[src/design/dpw_pkg.sv]
// Purpose: Shared constants and types for the dual pulse-division PWM block.
// Assumes: 8-bit register port with 16-bit addresses; phi is the block clock.
// Notes:   Channel index 0 is channel 1, index 1 is channel 2.
package dpw_pkg;

  // Channel count and widths
  localparam int NUM_CH = 2;
  localparam int DUTY_W = 10;
  localparam int SEL_W = 2;
  localparam int CNT_W = 10;

  // Register addresses, index 0 = channel 1
  localparam logic [1:0][15:0] CTRL_ADDR = {16'hffcd, 16'hffd0};
  localparam logic [1:0][15:0] UPPER_ADDR = {16'hffce, 16'hffd1};
  localparam logic [1:0][15:0] LOWER_ADDR = {16'hffcf, 16'hffd2};
  localparam logic [15:0] GATE_ADDR = 16'hfffb;

  // Reset values
  localparam logic [7:0] CTRL_RESET = 8'hf8;
  localparam logic [7:0] UPPER_RESET = 8'hfc;
  localparam logic [7:0] LOWER_RESET = 8'h00;
  localparam logic [7:0] GATE_RESET = 8'hff;

  // Field positions
  localparam int CTRL_FMT_BIT = 2;
  localparam int CTRL_SEL_LSB = 0;
  localparam int UPPER_DUTY_LSB = 0;
  localparam logic [1:0][2:0] STBY_BIT = {3'h4, 3'h1};

  // Read answers
  localparam logic [7:0] READ_ONES = 8'hff;
  localparam logic [7:0] UNMAPPED_DATA = 8'h00;

  // Waveform timing, in resolution steps of half an input clock period
  localparam int STEPS_PER_PERIOD = 1024;
  localparam int SUBPULSES = 4;
  localparam int STEPS_PER_SUB = STEPS_PER_PERIOD / SUBPULSES;
  localparam int DUTY_OFFSET = 4;
  localparam logic [1:0] LAST_QUARTER = 2'h3;

  // Register kinds seen by the decoder
  typedef enum {REG_NONE, REG_CTRL, REG_UPPER, REG_LOWER, REG_GATE} dpw_reg_t;

  // Per-channel state
  typedef struct packed {
    logic [2:0] ctrl;        // Written control bits
    logic [1:0] upper;       // Buffered upper duty bits
    logic [7:0] lower;       // Buffered lower duty byte
    logic pend;              // Upper written, transfer waiting
    logic [DUTY_W-1:0] duty; // Duty used by the generator
    logic [SEL_W-1:0] sel;   // Clock select used by the generator
    logic fmt;               // Output format used by the generator
    logic [CNT_W-1:0] cnt;   // Clock count inside the sub-period
    logic [1:0] quarter;     // Sub-period index
    logic carry;             // Left-over half clock, select 00 only
  } dpw_ch_t;

  localparam dpw_ch_t CH_RESET = '{
    ctrl: CTRL_RESET[2:0], upper: UPPER_RESET[1:0], lower: LOWER_RESET, pend: 1'b0,
    duty: {UPPER_RESET[1:0], LOWER_RESET}, sel: CTRL_RESET[1:0], fmt: CTRL_RESET[CTRL_FMT_BIT],
    cnt: '0, quarter: 2'h0, carry: 1'b0};

endpackage

[src/design/dpw_top.sv]
// Purpose: Two 10-bit pulse-division PWM channels behind an 8-bit register port.
// Assumes: Strobes and low_power_halt come from logic on the same clock.
// Notes:   Half-clock resolution under select 00 is carried between sub-pulses.
`timescale 1ns/100ps
`default_nettype none

module dpw_top (
  input wire logic clock,                        // Block clock phi
  input wire logic rst,                          // Asynchronous reset, active high
  input wire logic [15:0] addr,                  // Register address
  input wire logic [7:0] wdata,                  // Register write data
  input wire logic wr,                           // Write strobe
  input wire logic rd,                           // Read strobe
  output logic [7:0] rdata,                      // Read data, cycle after strobe
  input wire logic [1:0] event_count_waveform,   // Event-counter waveform per channel
  input wire logic low_power_halt,               // High in non-functioning modes
  output logic ch1_output_pin,                   // Channel 1 waveform
  output logic ch2_output_pin,                   // Channel 2 waveform
  output logic [7:0] module_clock_gate_two       // Clock-gate register contents
);

  // Whole block state
  typedef struct packed {
    dpw_pkg::dpw_ch_t [dpw_pkg::NUM_CH-1:0] ch;
    logic [7:0] gate;
    logic [7:0] rdata;
    logic [dpw_pkg::NUM_CH-1:0] pin;
  } dpw_state_t;

  dpw_state_t st_reg;
  dpw_state_t st_next;

  // Address decode shared by the write and read paths
  function automatic dpw_pkg::dpw_reg_t reg_of(input logic [15:0] a, input int c);
    dpw_pkg::dpw_reg_t k;
    k = dpw_pkg::REG_NONE;
    if (a == dpw_pkg::CTRL_ADDR[c]) begin
      k = dpw_pkg::REG_CTRL;
    end else if (a == dpw_pkg::UPPER_ADDR[c]) begin
      k = dpw_pkg::REG_UPPER;
    end else if (a == dpw_pkg::LOWER_ADDR[c]) begin
      k = dpw_pkg::REG_LOWER;
    end else if (a == dpw_pkg::GATE_ADDR) begin
      k = dpw_pkg::REG_GATE;
    end
    return k;
  endfunction

  // Steps of one sub-pulse; remainder steps go to the earliest sub-pulses
  function automatic logic [8:0] share_of(input logic [dpw_pkg::DUTY_W-1:0] d, input logic [1:0] q);
    logic [10:0] total;
    logic extra;
    total = 11'(d) + 11'(dpw_pkg::DUTY_OFFSET);
    extra = (q < total[1:0]);
    return total[10:2] + 9'(extra);
  endfunction

  // Sub-pulse length in half clocks; only select 00 ever leaves an odd one
  function automatic logic [11:0] half_of(input logic [8:0] w, input logic [1:0] s, input logic cy);
    return (12'(w) << s) + 12'(cy);
  endfunction

  // Last count of a sub-period, one less than the sub-period length
  function automatic logic [dpw_pkg::CNT_W-1:0] sub_last_of(input logic [dpw_pkg::SEL_W-1:0] s);
    logic [10:0] len;
    len = 11'(dpw_pkg::STEPS_PER_SUB / 2) << s; // Halve first, so the longest still fits
    return dpw_pkg::CNT_W'(len - 11'h1);
  endfunction

  // Clock select inside the written control bits
  function automatic logic [dpw_pkg::SEL_W-1:0] sel_of(input logic [2:0] ctrl);
    return ctrl[dpw_pkg::CTRL_SEL_LSB +: dpw_pkg::SEL_W];
  endfunction

  // Channel registers that are write-only and answer all ones
  function automatic logic is_wo_reg(input dpw_pkg::dpw_reg_t k);
    return (k == dpw_pkg::REG_CTRL) || (k == dpw_pkg::REG_UPPER) || (k == dpw_pkg::REG_LOWER);
  endfunction

  // Next state of both channels and the register port
  always_comb begin
    dpw_pkg::dpw_ch_t cur;
    dpw_pkg::dpw_ch_t nc;
    dpw_pkg::dpw_reg_t kind;
    logic [8:0] w;
    logic [11:0] h;
    logic [10:0] high_clks;
    logic [dpw_pkg::CNT_W-1:0] sub_last;
    logic run;
    logic wrap;
    logic load;
    cur = '0;
    nc = '0;
    kind = dpw_pkg::REG_NONE;
    w = '0;
    h = '0;
    high_clks = '0;
    sub_last = '0;
    run = 1'b0;
    wrap = 1'b0;
    load = 1'b0;
    st_next = st_reg;
    st_next.rdata = dpw_pkg::UNMAPPED_DATA;

    // Clock-gate register, all eight bits kept for the other modules
    if (wr && addr == dpw_pkg::GATE_ADDR) begin
      st_next.gate = wdata;
    end
    if (rd && addr == dpw_pkg::GATE_ADDR) begin
      st_next.rdata = st_reg.gate;
    end

    for (int c = 0; c < dpw_pkg::NUM_CH; c++) begin
      cur = st_reg.ch[c];
      nc = cur;
      kind = reg_of(addr, c);
      run = st_reg.gate[dpw_pkg::STBY_BIT[c]];

      // Total high steps, shared evenly, remainder to the first sub-pulses
      w = share_of(cur.duty, cur.quarter);

      // Steps are half an input clock: 2^sel half-clocks each
      h = half_of(w, cur.sel, cur.carry);
      high_clks = h[11:1];
      sub_last = sub_last_of(cur.sel);
      wrap = (cur.cnt == sub_last) && (cur.quarter == dpw_pkg::LAST_QUARTER);
      load = !run || wrap;

      // Waveform timing; frozen while the chip is in a halted mode
      if (low_power_halt) begin
        st_next.pin[c] = 1'b0;
      end else if (!run) begin
        nc.cnt = '0;
        nc.quarter = 2'h0;
        nc.carry = 1'b0;
        st_next.pin[c] = 1'b0;
      end else begin
        // Event format copies the event waveform; otherwise each sub-pulse is high for its first high_clks clocks, then low
        if (cur.fmt) begin
          st_next.pin[c] = event_count_waveform[c];
        end else begin
          st_next.pin[c] = (11'(cur.cnt) < high_clks);
        end
        if (cur.cnt == sub_last) begin
          nc.cnt = '0;
          nc.quarter = cur.quarter + 2'h1;
          // Only select 00 can leave half a clock over
          nc.carry = (cur.sel == '0) ? h[0] : 1'b0;
        end else begin
          nc.cnt = cur.cnt + dpw_pkg::CNT_W'(1);
        end
      end

      // Period boundary: take new settings so no period is cut short
      if (!low_power_halt && load) begin
        nc.sel = sel_of(cur.ctrl);
        nc.fmt = cur.ctrl[dpw_pkg::CTRL_FMT_BIT];
        if (sel_of(cur.ctrl) != '0) begin
          nc.carry = 1'b0;
        end
        if (cur.pend) begin
          nc.duty = {cur.upper, cur.lower};
          nc.pend = 1'b0;
        end
      end

      // Register writes; a new upper write beats a same-cycle transfer
      if (wr) begin
        unique case (kind)
          dpw_pkg::REG_CTRL: nc.ctrl = wdata[2:0];
          dpw_pkg::REG_UPPER: begin
            nc.upper = wdata[dpw_pkg::UPPER_DUTY_LSB +: 2];
            nc.pend = 1'b1;
          end
          dpw_pkg::REG_LOWER: nc.lower = wdata;
          dpw_pkg::REG_GATE: ;
          dpw_pkg::REG_NONE: ;
        endcase
      end

      // Write-only registers answer all ones
      if (rd && is_wo_reg(kind)) begin
        st_next.rdata = dpw_pkg::READ_ONES;
      end

      st_next.ch[c] = nc;
    end
  end

  // State register; settings survive every mode but reset, standby clears a channel's counters
  always_ff @(posedge clock or posedge rst) begin
    if (rst) begin
      for (int c = 0; c < dpw_pkg::NUM_CH; c++) begin
        st_reg.ch[c] <= dpw_pkg::CH_RESET;
      end
      st_reg.gate <= dpw_pkg::GATE_RESET;
      st_reg.rdata <= dpw_pkg::UNMAPPED_DATA;
      st_reg.pin <= '0;
    end else begin
      st_reg <= st_next;
    end
  end

  // Outputs straight from the state register
  assign rdata = st_reg.rdata;
  assign ch1_output_pin = st_reg.pin[0];
  assign ch2_output_pin = st_reg.pin[1];
  assign module_clock_gate_two = st_reg.gate;

endmodule

`default_nettype wire

[config.mk]
export PLATFORM = sky130hd
export DESIGN_NAME = dpw_top
export DESIGN_NICKNAME = d
export VERILOG_FILES = /design/src/design/dpw_pkg.sv /design/src/design/dpw_top.sv
export SDC_FILE = /design/constraint.sdc
export NUM_CORES = 1
export LEC_CHECK = 0
export ABC_AREA = 0
export CAP_MARGIN = 40
export CORE_MARGIN = 4
export CORE_UTILIZATION = 60
export CTS_CLUSTER_DIAMETER = 100
export DETAILED_ROUTE_END_ITERATION = 7
export DONT_BUFFER_PORTS = 1
export PLACE_DENSITY = 0.77
export RECOVER_POWER = 50
export SYNTH_ARGS = -nofsm -noshare
export SYNTH_HDL_FRONTEND = slang
export SYNTH_SLANG_ARGS = --single-unit
[constraint.sdc]
create_clock -name clock -period 4.9 [get_ports clock]
set_clock_uncertainty 0.2 [all_clocks]
set_input_delay 0.49 -clock clock [delete_from_list [all_inputs] [get_ports clock]]
set_output_delay 0.49 -clock clock [all_outputs]
set_load 0.1 [all_outputs]
==> impl_metrics.env <==
export IMPL_fp_dieH_um=110
export IMPL_clockBufferDepth=2
export IMPL_viasPerCell=6.14
export IMPL_cp_data_required_time_ns=4.97
export IMPL_final_cell_mix="dfrtp_1, nand2_1, mux2_2"
export IMPL_wl_per_cell_um=17.0
export IMPL_crit_arrival_ns=4.70
export IMPL_portBuffers=0
export IMPL_ys_ff_latch=98
export IMPL_setup_viol=0
export IMPL_clk_latency_ns=0.38
export IMPL_drv_cap=1
export IMPL_timing_hold_violations_final=0
export IMPL_first_global_vias=4474
export IMPL_power_switching_uw=345
export IMPL_fill_cells=771
export IMPL_ir_drop_mv=0.181
export IMPL_grt_start_max_net_pins=70
export IMPL_firstDrtPassIters=4
export IMPL_ys_flop_type="dfrtp_1"
export IMPL_syn_nets=675
export IMPL_drtAntennaViolNets=0
export IMPL_h_tree_depth=3
export IMPL_rsz0062_at_grt="false"
export IMPL_start_util=0.625
export IMPL_async_flop_share=1.00
export IMPL_power_share_clock=0.387
export IMPL_pwr_share_seq=0.593
export IMPL_areaGrowthSynthToFinish_pct=3.04
export IMPL_layout_min_cycle_time_ns=4.64
export IMPL_slew_headroom=-0.982
export IMPL_violations="capacitance limit, slew limit"
export IMPL_power_frac_comb=0.020
export IMPL_r2r_setup_slack_ns=0.26
export IMPL_status="finished with violations"
export IMPL_antenna_found_initial=0
export IMPL_syn_inst=610
export IMPL_num_vias=4455
export IMPL_pin_count=49
export IMPL_tns_ns=0
export IMPL_synth_edf_count=0
export IMPL_dieArea_mm2=0.0121
export IMPL_synth_seq_area_share=0.396
export IMPL_p_leak_uw=0.00294
export IMPL_die_x_um=110
export IMPL_grtUsageTotal=0.224
export IMPL_synth_cell_type_count=71
export IMPL_critPathLaunchType="flop"
export IMPL_clkSlewWorstSetupHoldPaths_ns=0.10
export IMPL_largest_reg_flops=80
export IMPL_grt_overflow_total=0
export IMPL_worst_setup_path_end_kind="flop"
export IMPL_drive_above_1_share=0.142
export IMPL_grt_pass1_wl_mm=21.3
export IMPL_worst_slew_pin_slew_ns=2.96
export IMPL_drtIter0Drc=173
export IMPL_clockRootBuffer="clkbuf_8"
export IMPL_globalplace_congestion=0.859
export IMPL_drt_wl_total_mm=12.3
export IMPL_hold_class="input port to flop"
export IMPL_diodes=0
export IMPL_std_cell_rows=36
export IMPL_syn_avg_cell_area_um2=10.2
export IMPL_layout_nets=652
export IMPL_dpl_hpwl_mm=9.30
export IMPL_drv_slew=70
export IMPL_cts_sinks=98
export IMPL_worstSetupPathType="flop to flop"
export IMPL_netlist_area_mm2=0.00622
export IMPL_cts_buffers=9
export IMPL_max_clock_freq_ghz=0.216
export IMPL_cts_tree="done"
export IMPL_hold_worst_slack_ns=0.0203
export IMPL_power_density_mw_per_mm2=213
export IMPL_p_int_uw=1020
export IMPL_cp_max_fo=5
export IMPL_drc=0
export IMPL_core_area_mm2=0.00995
export IMPL_ys_warn_count=0
export IMPL_swShare=0.253
export IMPL_final_common_cell="dfrtp_1"
export IMPL_fin_crit_sh=0.946
==> metal layers <==
| metal | up-vias | track usage | share of wire |
|---|---|---|---|
| li1 | 2145 | - | - |
| met1 | 2189 | 0.302 | 0.45 |
| met2 | 110 | 0.361 | 0.48 |
| met3 | 11 | 0.0534 | 0.059 |
| met4 | 0 | 0.0677 | 0.013 |
| met5 | - | 0 | 0 |
==> layout make-up <==
cell class | instances | area (um^2) | share of cell area
clock inverters | 7 | 76.3 | 0.0119
well taps | 133 | 166 | 0.0260
clock buffers | 9 | 124 | 0.0193
inverters | 21 | 80.1 | 0.0125
multi-input cells | 453 | 3470 | 0.542
flip-flops and latches | 98 | 2460 | 0.384
repair buffers | 4 | 28.8 | 0.00449
==> through the flow <==
step           utilization  power, uW  area [um^2]  setup WS [ns]  cells
2_1_floorplan            -        846         6220          0.676    610
3_3_place_gp         0.619        851         6170          0.471    706
3_5_place_dp         0.622        852         6190          0.224    707
4_1_cts              0.643       1380         6400          0.201    724
5_1_grt              0.644       1410         6410         0.0236    725
6_report             0.644       1360         6410          0.263    725
==> logic make-up (layout without fill, tap and decap cells) <==
group | count (synthesis) | in the layout | synth area share
DFF | 98 | 98 | 0.396
and+or+nand+nor | 188 | 188 | 0.159
xor gates and xnor gates | 39 | 39 | 0.0549
adders and majority gates | 34 | 34 | 0.0684
buffers and inverters | 59 | 41 | 0.0501
muxes | 76 | 76 | 0.139
AOI/OAI and AO/OA | 116 | 116 | 0.133
==> path summary, 6_finish.rpt <==
| path | start | end | cells past startpoint |
|---|---|---|---|
| max in group asynchronous | rst | module_clock_gate_two[7] | 3 |
| min | low_power_halt | st_reg[62] | 1 |
| max reg2reg | st_reg[60] | ch2_output_pin | 16 |
| min in group asynchronous | rst | st_reg[69] | 2 |
| min reg2reg | st_reg[48] | st_reg[37] | 1 |
| max | st_reg[60] | ch2_output_pin | 16 |
==> synthesized netlist by cell type, types with 3 or more instances <==
cell	n	area, um^2
dfrtp_1	90	2250
nand2_1	47	176
mux2_2	41	462
ha_1	34	425
nor2_1	30	113
o21ai_0	27	135
xnor2_1	22	193
inv_1	21	78.8
nand3_1	21	105
buf_4	20	150
mux2_1	20	225
a21o_1	18	135
a21oi_1	18	90.1
nor2b_1	17	106
xor2_1	17	149
nor3_1	16	80.1
mux2i_1	13	130
nand4_1	11	68.8
and3_1	9	56.3
dfstp_2	8	210
and2_1	7	43.8
clkbuf_1	7	26.3
nand2b_1	7	43.8
a22o_1	5	43.8
buf_2	5	25.0
o21a_1	5	37.5
o21ai_1	5	25.0
a31oi_1	4	25.0
buf_1	4	15.0
a32oi_1	3	26.3
and4_1	3	26.3
and4b_1	3	30.0
nor4b_1	3	26.3
o31ai_1	3	22.5
or4_1	3	22.5
==> worst max-delay path, cell delays in order (launching register included) <==
cell and delay, ns:
dfrtp_1 0.42, ha_1 0.29, a21oi_1 0.06, ha_1 0.23, ha_1 0.27, o21a_1 0.19, a31o_1 0.19, a22oi_2 0.18
xor2_2 0.15, a221oi_4 0.37, o211ai_4 0.14, nor4_4 0.35, a41oi_1 0.18, ha_1 0.36, a21o_1 0.21, or4_1 0.48
a221oi_1 0.27
==> repair_timing <==
| item | in CTS | in global routing |
|---|---|---|
| gates resized for setup | 0 | 5 |
| endpoints found under the setup margin | 0 | 1 |
| endpoints found under the hold margin | 62 | 0 |
| hold buffers | 1 | 0 |
| setup buffers | 0 | 1 |
==> power groups by stage <==
stage               Clock, uW  Combinational [uW]  Sequential (uW)
global placement            0                26.4              825
detailed placement          0                27.3              825
finish                    528                26.7              809
CTS                       539                28.2              809
global route              572                31.5              809
floorplan                   0                21.9              824
(Power assumes the default switching activity.)
